`src/rtl/ptac_map.vh`:
```
// Purpose: register offsets, field positions, reset values and timing counts
// Assumes: byte-wide registers on a plain strobe port
// Notes:   included by the control design file and the bench files; the timeout counter file does not include it
`ifndef PTAC_MAP_VH
`define PTAC_MAP_VH

// ****************************************************************
// register offsets (12-bit byte addresses)
// ****************************************************************
`define PTAC_ID_TMO_OFS      12'h028
`define PTAC_EOM_TMO_OFS     12'h029
`define PTAC_LIMIT_OFS       12'h02A
`define PTAC_DELAY_OFS       12'h02B
`define PTAC_AFC_CFG_OFS     12'hD2C
`define PTAC_CMD_OFS         12'hD30
`define PTAC_STATUS_OFS      12'hD31

// ****************************************************************
// reset values
// ****************************************************************
`define PTAC_ID_TMO_RST      8'h00
`define PTAC_EOM_TMO_RST     8'h00
`define PTAC_LIMIT_RST       4'h2
`define PTAC_DELAY_RST       8'h00
`define PTAC_AFC_CFG_RST     7'h00

// ****************************************************************
// field positions in the start and freeze configuration and the command register
// ****************************************************************
`define PTAC_START_LSB       0
`define PTAC_START_MSB       1
`define PTAC_FREEZE_LSB      2
`define PTAC_FREEZE_MSB      4
`define PTAC_RESTART_BIT     5
`define PTAC_BLOCK_ASK_BIT   6
`define PTAC_MANF_BIT        0

// ****************************************************************
// selector codes
// ****************************************************************
`define PTAC_START_OFF       2'h0
`define PTAC_START_DIRECT    2'h1
`define PTAC_START_RSSI      2'h2
`define PTAC_START_SIGREC    2'h3
`define PTAC_FRZ_RUN         3'h0
`define PTAC_FRZ_RSSI        3'h1
`define PTAC_FRZ_SIGREC      3'h2
`define PTAC_FRZ_SYNC        3'h3
`define PTAC_FRZ_MANUAL      3'h4

// ****************************************************************
// timing: timeout tick is 64 * 512 system clocks
// ****************************************************************
`define PTAC_TMO_PRE         64
`define PTAC_TMO_BASE        512
`define PTAC_TMO_TICK        (`PTAC_TMO_PRE * `PTAC_TMO_BASE)
`define PTAC_EOM_MULT        2
`define PTAC_DLY_PREDIV      4
`define PTAC_LIMIT_SHIFT     10

`endif

```
`src/rtl/ptac_tmo.v`:
```
// Purpose: one supervision timeout counter
// Assumes: tick is a one-cycle pulse every TICK_CYC cycles of the caller
// Notes:   setting zero disables; restart clears the count
module ptac_tmo #(
    parameter MULT = 1
) (
    // clock and reset
    input  wire       clk,
    input  wire       rst_n,
    // control
    input  wire       restart,
    input  wire       armed,
    input  wire       tick,
    input  wire [7:0] setting,
    // result
    output reg        expired_q
);

    // ****************************************************************
    // tick counter
    // ****************************************************************
    reg  [8:0] cnt_q;                        // elapsed ticks
    wire [8:0] limit = setting * MULT[8:0];  // ticks until expiry

    // count while armed, clear at each new cycle
    always @(posedge clk or negedge rst_n) begin
        if (!rst_n) begin
            cnt_q     <= 9'h000;
            expired_q <= 1'b0;
        end else if (restart || !armed) begin
            cnt_q     <= 9'h000;
            expired_q <= 1'b0;
        end else if (setting != 8'h00 && tick && !expired_q) begin
            if (cnt_q + 9'h001 >= limit) begin
                expired_q <= 1'b1;
            end
            cnt_q <= cnt_q + 9'h001;
        end
    end

endmodule // ptac_tmo

```
`src/rtl/ptac_ctrl.v`:
```
// Purpose: polling supervision timeouts and frequency-control start/freeze
// Assumes: all status inputs synchronous to clk; one-cycle event pulses
// Notes:   correction input is a signed offset in units of fsys/2^22 Hz
`include "ptac_map.vh"
module ptac_ctrl #(
    parameter TICK_CYC = `PTAC_TMO_TICK,
    parameter CW       = 16
) (
    // clock and reset
    input  wire          clk,
    input  wire          arst_n,
    // register port
    input  wire [11:0]   addr,
    input  wire [7:0]    wdata,
    input  wire          wr,
    input  wire          rd,
    output reg  [7:0]    rdata_q,
    // polling sequencer status
    input  wire          cycle_start,
    input  wire          run_self_poll,
    input  wire          symbol_sync,
    input  wire          tsi_found,
    input  wire          eom_found,
    output reg           return_to_poll_q,
    // frequency control events
    input  wire          config_start,
    input  wire          hold_exit,
    input  wire          pll_hold_init_bit,
    input  wire          rssi_event,
    input  wire          sigrec_event,
    input  wire          sync_event,
    input  wire          predec_strobe,
    input  wire          ask_low,
    // correction path
    input  wire [CW-1:0] corr_in,
    output reg  [CW-1:0] corr_q,
    output reg           afc_active_q
);

    // ****************************************************************
    // reset release
    // ****************************************************************
    reg rst_s1_q;                            // first release stage
    reg rst_n_q;                             // released reset

    // two-stage reset release
    always @(posedge clk or negedge arst_n) begin
        if (!arst_n) begin
            rst_s1_q <= 1'b0;
            rst_n_q  <= 1'b0;
        end else begin
            rst_s1_q <= 1'b1;
            rst_n_q  <= rst_s1_q;
        end
    end

    // ****************************************************************
    // registers
    // ****************************************************************
    reg [7:0] id_tmo_q;                      // identifier timeout setting
    reg [7:0] eom_tmo_q;                     // message timeout setting
    reg [3:0] limit_q;                       // offset saturation limit
    reg [7:0] dly_ratio_q;                   // freeze delay ratio
    reg [6:0] cfg_q;                         // start/freeze configuration
    reg       manf_q;                        // manual freeze command
    reg       frozen_q;                      // control frozen
    wire      id_exp;                        // identifier timeout expired
    wire      eom_exp;                       // message timeout expired

    wire [1:0] start_sel  = cfg_q[`PTAC_START_MSB:`PTAC_START_LSB];
    wire [2:0] freeze_sel = cfg_q[`PTAC_FREEZE_MSB:`PTAC_FREEZE_LSB];
    wire       restart_en = cfg_q[`PTAC_RESTART_BIT];
    wire       block_ask  = cfg_q[`PTAC_BLOCK_ASK_BIT];

    // register writes
    always @(posedge clk or negedge rst_n_q) begin
        if (!rst_n_q) begin
            id_tmo_q    <= `PTAC_ID_TMO_RST;
            eom_tmo_q   <= `PTAC_EOM_TMO_RST;
            limit_q     <= `PTAC_LIMIT_RST;
            dly_ratio_q <= `PTAC_DELAY_RST;
            cfg_q       <= `PTAC_AFC_CFG_RST;
            manf_q      <= 1'b0;
        end else if (wr) begin
            case (addr)
                `PTAC_ID_TMO_OFS:  id_tmo_q    <= wdata;
                `PTAC_EOM_TMO_OFS: eom_tmo_q   <= wdata;
                `PTAC_LIMIT_OFS:   limit_q     <= wdata[3:0];
                `PTAC_DELAY_OFS:   dly_ratio_q <= wdata;
                `PTAC_AFC_CFG_OFS: cfg_q       <= wdata[6:0];
                `PTAC_CMD_OFS:     manf_q      <= wdata[`PTAC_MANF_BIT];
                default:           manf_q      <= manf_q;
            endcase
        end
    end

    // ****************************************************************
    // read path: data stand one cycle after the strobe
    // ****************************************************************
    always @(posedge clk or negedge rst_n_q) begin
        if (!rst_n_q) begin
            rdata_q <= 8'h00;
        end else if (rd) begin
            case (addr)
                `PTAC_ID_TMO_OFS:  rdata_q <= id_tmo_q;
                `PTAC_EOM_TMO_OFS: rdata_q <= eom_tmo_q;
                `PTAC_LIMIT_OFS:   rdata_q <= {4'h0, limit_q};
                `PTAC_DELAY_OFS:   rdata_q <= dly_ratio_q;
                `PTAC_AFC_CFG_OFS: rdata_q <= {1'b0, cfg_q};
                `PTAC_CMD_OFS:     rdata_q <= {7'h00, manf_q};
                `PTAC_STATUS_OFS:  rdata_q <= {4'h0, frozen_q, afc_active_q,
                                               eom_exp, id_exp};
                default:           rdata_q <= 8'h00;  // unmapped reads zero
            endcase
        end else begin
            rdata_q <= 8'h00;
        end
    end

    // ****************************************************************
    // supervision timeouts
    // ****************************************************************
    localparam TW = $clog2(TICK_CYC);
    reg  [TW-1:0] pre_q;                     // 64*512 clock prescaler
    wire          tick = (pre_q == TICK_CYC[TW-1:0] - 1'b1);
    reg           tsi_seen_q;                // identifier seen this cycle

    // prescaler restarts with each polling cycle
    always @(posedge clk or negedge rst_n_q) begin
        if (!rst_n_q) begin
            pre_q <= {TW{1'b0}};
        end else if (cycle_start || tick) begin
            pre_q <= {TW{1'b0}};
        end else begin
            pre_q <= pre_q + 1'b1;
        end
    end

    // remember the identifier until the message end
    always @(posedge clk or negedge rst_n_q) begin
        if (!rst_n_q) begin
            tsi_seen_q <= 1'b0;
        end else if (tsi_found) begin
            tsi_seen_q <= 1'b1;              // set wins over clear
        end else if (cycle_start || !run_self_poll || eom_found) begin
            tsi_seen_q <= 1'b0;
        end
    end

    // identifier timeout: armed after sync until identifier
    ptac_tmo #(.MULT(1)) u_id_tmo (
        .clk       (clk),
        .rst_n     (rst_n_q),
        .restart   (cycle_start),
        .armed     (run_self_poll && symbol_sync && !tsi_seen_q),
        .tick      (tick),
        .setting   (id_tmo_q),
        .expired_q (id_exp)
    );

    // message timeout: armed after identifier; doubled length
    ptac_tmo #(.MULT(`PTAC_EOM_MULT)) u_eom_tmo (
        .clk       (clk),
        .rst_n     (rst_n_q),
        .restart   (cycle_start || eom_found),
        .armed     (run_self_poll && tsi_seen_q),
        .tick      (tick),
        .setting   (eom_tmo_q),
        .expired_q (eom_exp)
    );

    // one-cycle request to return to self polling
    reg exp_d1_q;                            // previous expiry state
    always @(posedge clk or negedge rst_n_q) begin
        if (!rst_n_q) begin
            exp_d1_q         <= 1'b0;
            return_to_poll_q <= 1'b0;
        end else begin
            exp_d1_q         <= id_exp || eom_exp;
            return_to_poll_q <= (id_exp || eom_exp) && !exp_d1_q;
        end
    end

    // ****************************************************************
    // freeze delay counter
    // ****************************************************************
    reg [1:0] pdiv_q;                        // strobe divided by four
    reg [7:0] dly_cnt_q;                     // delay units elapsed
    reg       dly_run_q;                     // delay in progress
    wire      dly_tick = predec_strobe && (pdiv_q == 2'h3);

    // freeze trigger from selector
    reg frz_evt;
    always @* begin
        case (freeze_sel)
            `PTAC_FRZ_RSSI:   frz_evt = rssi_event;
            `PTAC_FRZ_SIGREC: frz_evt = sigrec_event;
            `PTAC_FRZ_SYNC:   frz_evt = sync_event;
            default:          frz_evt = 1'b0;
        endcase
    end

    // start trigger from selector
    reg start_evt;
    always @* begin
        case (start_sel)
            `PTAC_START_DIRECT: start_evt = 1'b1;
            `PTAC_START_RSSI:   start_evt = rssi_event;
            `PTAC_START_SIGREC: start_evt = sigrec_event;
            default:            start_evt = 1'b0;
        endcase
    end

    wire restart = restart_en &&
                   (config_start || (hold_exit && pll_hold_init_bit));

    // delay run and freeze state
    always @(posedge clk or negedge rst_n_q) begin
        if (!rst_n_q) begin
            pdiv_q    <= 2'h0;
            dly_cnt_q <= 8'h00;
            dly_run_q <= 1'b0;
            frozen_q  <= 1'b0;
        end else if (restart) begin
            pdiv_q    <= 2'h0;
            dly_cnt_q <= 8'h00;
            dly_run_q <= 1'b0;
            frozen_q  <= 1'b0;
        end else begin
            if (predec_strobe) begin
                pdiv_q <= pdiv_q + 2'h1;
            end
            if (freeze_sel == `PTAC_FRZ_MANUAL) begin
                frozen_q <= manf_q;
            end else if (freeze_sel == `PTAC_FRZ_RUN) begin
                frozen_q <= 1'b0;
            end else if (frz_evt && !dly_run_q && !frozen_q) begin
                dly_run_q <= 1'b1;
                dly_cnt_q <= 8'h00;
                if (dly_ratio_q == 8'h00) begin
                    dly_run_q <= 1'b0;
                    frozen_q  <= 1'b1;
                end
            end else if (dly_run_q && dly_tick) begin
                if (dly_cnt_q + 8'h01 >= dly_ratio_q) begin
                    dly_run_q <= 1'b0;
                    frozen_q  <= 1'b1;
                end
                dly_cnt_q <= dly_cnt_q + 8'h01;
            end
        end
    end

    // ****************************************************************
    // correction output with saturation
    // ****************************************************************
    wire signed [CW-1:0] lim_pos = $signed({{(CW-4){1'b0}}, limit_q})
                                   <<< `PTAC_LIMIT_SHIFT;
    wire signed [CW-1:0] lim_neg = -lim_pos;
    wire signed [CW-1:0] cin     = corr_in;
    reg  signed [CW-1:0] sat;

    // clamp to the configured limit
    always @* begin
        if (cin > lim_pos) begin
            sat = lim_pos;
        end else if (cin < lim_neg) begin
            sat = lim_neg;
        end else begin
            sat = cin;
        end
    end

    // activity and update of the correction
    always @(posedge clk or negedge rst_n_q) begin
        if (!rst_n_q) begin
            afc_active_q <= 1'b0;
            corr_q       <= {CW{1'b0}};
        end else begin
            if (start_sel == `PTAC_START_OFF) begin
                afc_active_q <= 1'b0;
            end else if (restart) begin
                afc_active_q <= (start_sel == `PTAC_START_DIRECT);
            end else if (start_evt) begin
                afc_active_q <= 1'b1;
            end
            if (limit_q == 4'h0 || start_sel == `PTAC_START_OFF) begin
                corr_q <= {CW{1'b0}};
            end else if (afc_active_q && !frozen_q &&
                         !(block_ask && ask_low)) begin
                corr_q <= sat;
            end else begin
                corr_q <= corr_q;
            end
        end
    end

endmodule // ptac_ctrl

```
`config.mk`:
```
export PLATFORM = sky130hd
export DESIGN_NAME = ptac_ctrl
export DESIGN_NICKNAME = d
export VERILOG_FILES = /design/src/rtl/ptac_tmo.v /design/src/rtl/ptac_ctrl.v
export VERILOG_INCLUDE_DIRS = /design/src /design/src/rtl
export SDC_FILE = /design/constraint.sdc
export NUM_CORES = 1
export LEC_CHECK = 0
export ABC_AREA = 1
export BUFFER_PORTS_ARGS = -buffer_cell sky130_fd_sc_hd__buf_4
export CAP_MARGIN = 20
export CORE_UTILIZATION = 52
export CTS_CLUSTER_SIZE = 25
export DETAILED_ROUTE_END_ITERATION = 8
export PLACE_DENSITY = 0.72
export SYNTH_ARGS = -nofsm -noshare
export SYNTH_HDL_FRONTEND = slang
export SYNTH_SLANG_ARGS = --single-unit
```
`constraint.sdc`:
```
create_clock -name clk -period 4.07 [get_ports clk]
set_input_delay 0.407 -clock clk [delete_from_list [all_inputs] [get_ports clk]]
set_output_delay 0.407 -clock clk [all_outputs]
set_load 0.01 [all_outputs]
```
## After elaboration in Yosys (flattened, before gate mapping)

Index checks and enable logic that the tools add are counted.

| storage, ports and cells | value |
|---|---|
| bits in writable memories | 0 |
| input bits | 53 |
| latch bits | 0 |
| bits in read-only memories | 0 |
| bits in registers | 113 |
| output and inout port bits | 26 |
| memories kept | 0 |
| logic and storage cells | 163 |

| cells by class | value |
|---|---|
| $mul | 0 |
| bitwise logic cells | 0 |
| eq/ne operators | 19 |
| $add $sub $neg | 6 |
| order comparisons | 5 |
| mux-type cells | 45 |
| reductions and logical operators | 65 |
| divide/modulo/power cells | 0 |
| shift operators | 0 |

Operator list:

| cell | number |
|---|---|
| $mux W16 | 4 |
| $pmux W8 S7 | 1 |
| $eq A12 B6 Y1 const B | 4 |
| $mux W8 | 6 |
| $eq A12 B12 Y1 const B | 3 |
| $mux W9 | 4 |
| $mux W1 | 25 |
| $add A9 B1 Y9 const B | 2 |
| $logic_and A1 B1 Y1 | 17 |
| $gt A16 B15 Y1 | 1 |
| $lt A16 B16 Y1 | 1 |
| $neg A14 Y16 | 1 |
| $reduce_and A2 Y1 | 8 |
| $reduce_bool A8 Y1 | 2 |
| $add A15 B1 Y15 const B | 1 |
| $eq A15 B15 Y1 const B | 1 |
| $mux W15 | 1 |
| $reduce_bool A2 Y1 | 7 |
| $logic_not A1 Y1 | 10 |
| $reduce_bool A5 Y1 | 2 |
| $ge A9 B8 Y1 | 1 |
| $ge A9 B9 Y1 | 1 |
| $logic_or A1 B1 Y1 | 9 |
| $reduce_bool A3 Y1 | 3 |
| 18 further kinds | 25 |

## Depth between registers and ports, before layout

| depth | value |
|---|---|
| depth after elaboration | 8 |
| mapped depth | 16 |
| mapped depth without buffers | 16 |

## By module

From an unflattened synthesis, not the netlist that was laid out.

| second synthesis, totals | value |
|---|---|
| cells, all modules | 916 |
| area total of the unflattened synthesis | 7018.0 um^2 |

Modules (own cells, without submodules):

| module | area each (um^2) | cells each | seq. area each (um^2) | times used |
|---|---|---|---|---|
| ptac_ctrl | 5382.7 | 681 | 2328.5 | 1 |
| ptac_tmo (u_eom_tmo) | 849.6 | 123 | 250.2 | 1 |
| ptac_tmo (u_id_tmo) | 785.8 | 112 | 250.2 | 1 |

## Worst setup path after synthesis

Ideal clock, no wire load.

| timing path | value |
|---|---|
| path kind | register to register |
| start | register limit_q[1] |
| end | register corr_q[0] |
| cell stages (with the launch flop) | 13 |
| setup slack | 1903 ps |
| clock period less this slack | 2167 ps |
| arrival | 2040 ps |
| path buffers | 1 |
| required time | 3943 ps |
| library setup time | 127 ps |
| path through | dfstp_2 inv_1 ha_1 nand3_1 inv_1 ha_1 nand2_1 inv_1 a21oi_2 nand4_1 nand2_1 buf_2 o21ai_0 |

| between the ends | value |
|---|---|
| longest elaborated chain between the ends | 6 |
| elaborated cells on any way between the ends | 10 |
| those cells by class | 1 x add/sub; 2 x order compare; 4 x mux; 3 x reduce/logical |

RTL lines:

| element | RTL line | source |
|---|---|---|
| start: declaration | ptac_ctrl.v:62 | `reg [3:0] limit_q;` |
| start signal: assignment | ptac_ctrl.v:80 | `` limit_q <= `PTAC_LIMIT_RST; `` |
| start signal: assignment | ptac_ctrl.v:88 | `` `PTAC_LIMIT_OFS: limit_q <= wdata[3:0]; `` |
| $neg A14 Y16 | ptac_ctrl.v:259 | `wire signed [CW-1:0] lim_neg = -lim_pos;` |
| $lt A16 B16 Y1 | ptac_ctrl.v:267 | `end else if (cin < lim_neg) begin` |
| $mux W16 | ptac_ctrl.v:267 |  |
| $mux W16 | ptac_ctrl.v:265 | `if (cin > lim_pos) begin` |
| $mux W16 | ptac_ctrl.v:289 | `end else if (afc_active_q && !frozen_q &&` |
| $mux W16 | ptac_ctrl.v:287 | `` if (limit_q == 4'h0 \|\| start_sel == `PTAC_START_OFF) begin `` |
| end signal: assignment | ptac_ctrl.v:288 | `corr_q <= {CW{1'b0}};` |
| end signal: assignment | ptac_ctrl.v:291 | `corr_q <= sat;` |
| end signal: assignment | ptac_ctrl.v:293 | `corr_q <= corr_q;` |
| end: declaration | ptac_ctrl.v:36 | `output reg [CW-1:0] corr_q,` |

Parallel ways exist; a longest one is shown, timed or not. The select of a mux whose other input is x is not followed.
A chain may end at the register's enable or synchronous reset.

## Worst setup path in the final report

| timing path | value |
|---|---|
| start | register limit_q[1] |
| end | register corr_q[14] |

Same word-level chain as after synthesis.

==> run summary <==
The clock arrives with 12.7 ps of skew. The final hold slack came out at 187 ps. The share of total power dissipated in sequential elements is a little over two fifths. The cell type of the slowest stage on the worst timing path is sky130_fd_sc_hd__dfstp_2. Of the synthesized area, sequential elements account for 42.1%. The total count of max-transition violations in the final report came out at 0. The power density over the cells came out at 349 nW/um^2. The number of global-route vias before repair was 5395.

The worst-case clock buffer depth is 2. Averaged over all synthesized cells, the footprint is roughly 8 sq um. The share of layout cells above drive strength 1 is 16.6%.

The insertion delay to the later sink of the worst-skew pair is 420 ps. The critical path capture point type is a flop. Data on the critical path is required at its endpoint by 4370 ps. The repair_antennas step left the layout with diodes totalling 0. The detailed route wirelength on metal2 is between 7000 and 8000 microns. The wire length per cell is 13.9 microns. Counting cells, the worst reg-to-reg path comes to 13. The initial core utilization came out at 53.3%.

The net count of the finished layout is approximately 1000. The most critical setup path has its startpoint at limit_q[1]$_DFFE_PN1P_. The overall fraction of global-route tracks in use is around 25%.

Net switching is ~22% of the power. Compared with the post-synthesis result, the final layout area differs by 19.6%. The sum of overflow across all layers after global routing came out at 0. The relative contribution of combinational cells to total power came out at 7.1%.

The count of vias placed by the detailed router is slightly below 6000. The hold violation total from the final report is 0. The floorplan die height came out at 116 microns.

The end of the worst register-to-register path is corr_q[14]$_DFFE_PN0P_. The wire length the detailed router placed on met1 came out at 7180 microns. Traced cell by cell, the critical path runs through inv_1 -> ha_1 -> nand3_1 -> inv_1 -> ha_1 -> nand2_1 -> inv_1 -> a21oi_2 -> nand2_1 -> nand2_1 -> nand2_1 -> o21ai_0 -> nand2_1.

The leakage power is 4.01 nW. The clock network power share came out at 51.1%. On the worst path, the slowest cell contributes a delay of 560 ps.

The count of buffers from port buffering is 78. The most critical setup path has its endpoint at corr_q[14]$_DFFE_PN0P_. Routability-driven placement finished with a final weighted congestion of 0.888. Counting distinct cell types in the post-synthesis netlist gives 43. The maximum fanout along the worst path came out at 11. The flip-flop and latch count after synthesis is approximately 110. The cell-internal power came out at 2.18 mW. The post-cts hold buffer count came out at 1. The clock sink count is 113. The switching power came out at 0.631 mW. The startpoint identified for the worst register-to-register timing path is limit_q[1]$_DFFE_PN1P_.

Counting tap cells, the placed design contains a total of 1099 instances. The count of final setup violators came out at 0. The tool flagged a number of max-cap violations equal to 0.

The number of warning messages in the yosys log came out at 0. The share of synthesized registers carrying an async set or reset came out at 100%. The number of design rule violations left after detail routing is 0. The register-to-register path setup slack is between 1500 and 2000 ps. When the netlist entered floorplanning its net count stood at 952. Among all flip-flop cells after synthesis, the most frequent one is sky130_fd_sc_hd__dfrtp_1.

TritonCTS built the clock tree. Wires add up to roughly 16000 microns. The critical path is of the reg -> reg type. The share of the cycle needed by the critical path after routing came out at 62.1%. Across the VDD grid, the largest voltage drop is 0.277 mV. In this run the top signal layer used is met4.

For the pin with the worst max-slew slack, the measured transition is a little over 800 ps. The H-tree depth is 4. In this design, the critical path's most frequently occurring cell is sky130_fd_sc_hd__nand2_1. The DRC marker count from the first detailed-route iteration is 357. CTS placed an instance of sky130_fd_sc_hd__clkbuf_16 at the clock tree root. The wire-length estimate of the detail-placed layout is 11900 microns. The global-route wire length before repair came out at 25800 microns. The total standard cell area after synthesis came out at 6720 sq um. The clock period minus worst slack is 2530 ps. The number of CTS-inserted buffers is 17. After clock tree synthesis, the repair step resized 0 gates. The met3 wire length is 868 microns.

The buffers inserted during post-CTS setup optimization is 0. The area inside the core boundary came out at 12600 sq um. The worst setup path is launched from a flop. The post-synthesis cell count is 859.

For the final routed database, the setup TNS stands at 0 ps. In the routed layout, each cell is associated on average with a via count of 5.24. The clock transition at the registers of the reported paths is 60 ps. The relative slew slack is 46.0%.

The data arrival time of the critical path came out at 2820 ps. Setup repair after global routing left no endpoint under its margin. Entering global routing, the biggest net connects 58 pins. The number of optimization iterations in the first detailed-route pass came out at 7. The detail route stage leaves a number of antenna-violating nets equal to 0.

Counting flops with a built-in enable in the synthesized netlist gives 0. Row generation in the floorplan step produced 41 rows. Pin placement for this block handled 79 I/O pins.

In this run the horizontal extent of the chip is 116 microns. The run finished with clean final reports. The initial antenna violation count is 0. The type of the most critical hold path is in -> reg. The number of fill cells came out at around 1100. The die area is 13400 sq um. The filler-free cell count of the finished design is 1132. The maximum clock rate is 396 MHz.
worst max-delay path: cells and delay by family (launching register included):
kind                     cells  cell delay [ps]
AO/OA/AOI/OAI                2              450
AND/OR/NAND/NOR              6              740
buffers and inverters        3              190
flip-flops                   1              560
adder cells (fa/ha/maj)      2              480
registers in the layout, summed over array words and instances, names as in the netlist, 8 cells and up:
register,flops
eom_tmo_q,8
rdata_q,8
corr_q,16
id_tmo_q,8
dly_cnt_q,8
pre_q,15
u_eom_tmo.cnt_q,9
dly_ratio_q,8
u_id_tmo.cnt_q,9
kinds of logic after synthesis:
logic type | Yosys count | share of synthesized area, %
other | 1 | 0.0558
xor gates and xnor gates | 23 | 3.00
and+or+nand+nor | 413 | 28.1
adders and majority gates | 40 | 7.44
AOI/OAI and AO/OA | 124 | 10.3
muxes | 1 | 0.167
buffers and inverters | 144 | 8.78
DFF | 113 | 42.1
metrics by stage:
stage,utilization [%],setup WS [ps],total power [mW],cell area [sq um]
5_1_grt,63.7,1260,2.91,8040
6_report,63.7,1540,2.81,8040
4_1_cts,63.7,1520,2.84,8040
3_3_place_gp,59.0,1680,1.39,7450
3_5_place_dp,59.1,1540,1.39,7460
2_1_floorplan,-,691,1.30,6720
layer usage:
layer  vias to the layer above  GRT usage [%]
met3                        21           5.13
met1                      2763           33.0
met5                         -              0
met2                       162           41.9
met4                         0           9.66
li1                       2982              -
final cells by class:
cell class | count | area, sq um | share of cell area, %
timing repair buffer | 83 | 629 | 7.83
tap | 172 | 215 | 2.68
clock buffer | 26 | 489 | 6.09
clock inverter | 6 | 80.1 | 0.996
inverter | 130 | 488 | 6.07
sequential | 113 | 2830 | 35.2
multi-input combinational | 602 | 3300 | 41.1
Yosys cell counts, drive strengths merged (4+ instances only):
master | n | area share, %
nor4 | 5 | 0.47
buf | 14 | 1.5
xor2 | 19 | 2.5
dfrtp | 112 | 42
xnor2 | 4 | 0.52
nor3b | 4 | 0.45
a21oi | 26 | 2.0
inv | 130 | 7.3
nor2 | 81 | 5.1
o21ai | 83 | 6.6
ha | 40 | 7.4
nor3 | 10 | 1.1
nand2 | 208 | 12
nand3 | 81 | 6.6
nand4 | 21 | 2.0
cell usage in the layout, fill, tap and decap left out, types with 4 or more instances in the layout:
master / synthesis / layout
sky130_fd_sc_hd__nand2_2: 9 / 9
sky130_fd_sc_hd__o21ai_1: 35 / 35
sky130_fd_sc_hd__a21oi_1: 24 / 24
sky130_fd_sc_hd__clkbuf_16: 0 / 17
sky130_fd_sc_hd__nor2_4: 4 / 4
sky130_fd_sc_hd__o21ai_0: 40 / 40
sky130_fd_sc_hd__nor3_1: 7 / 7
sky130_fd_sc_hd__nand4_1: 21 / 21
sky130_fd_sc_hd__clkinv_2: 0 / 4
sky130_fd_sc_hd__nor3b_1: 4 / 4
sky130_fd_sc_hd__ha_1: 40 / 40
sky130_fd_sc_hd__nor4_1: 5 / 5
sky130_fd_sc_hd__buf_4: 4 / 81
sky130_fd_sc_hd__inv_2: 6 / 6
sky130_fd_sc_hd__xnor2_1: 4 / 4
sky130_fd_sc_hd__inv_1: 124 / 124
sky130_fd_sc_hd__nand3_2: 7 / 7
sky130_fd_sc_hd__dfrtp_1: 112 / 111
sky130_fd_sc_hd__xor2_1: 19 / 19
sky130_fd_sc_hd__clkbuf_1: 0 / 6
sky130_fd_sc_hd__o21ai_2: 8 / 8
sky130_fd_sc_hd__nand2_1: 196 / 196
sky130_fd_sc_hd__nand3_1: 74 / 74
sky130_fd_sc_hd__nor2_1: 74 / 74
power by group through the flow:
| stage | sequential (mW) | clock, mW | combinational, mW |
|---|---|---|---|
| final | 1.17 | 1.43 | 0.199 |
| after global routing | 1.18 | 1.50 | 0.227 |
| after CTS | 1.17 | 1.46 | 0.201 |
| after detailed placement | 1.19 | 0 | 0.198 |
| after global placement | 1.19 | 0 | 0.196 |
| after floorplan | 1.19 | 0 | 0.110 |
worst min path at each step:
stage / from / end / slack (ps) / depth (start not counted)
floorplan: arst_n / rst_n_q$_DFF_PN0_ / 110 / 0
global placement: arst_n / rst_s1_q$_DFF_PN0_ / 190 / 1
detailed placement: arst_n / rst_s1_q$_DFF_PN0_ / 190 / 1
CTS: tsi_found / tsi_seen_q$_DFFE_PN0P_ / 170 / 2
global route: tsi_found / tsi_seen_q$_DFFE_PN0P_ / 170 / 2
finish: tsi_found / tsi_seen_q$_DFFE_PN0P_ / 190 / 2
Note: power is estimated with default switching activity, not from simulation.
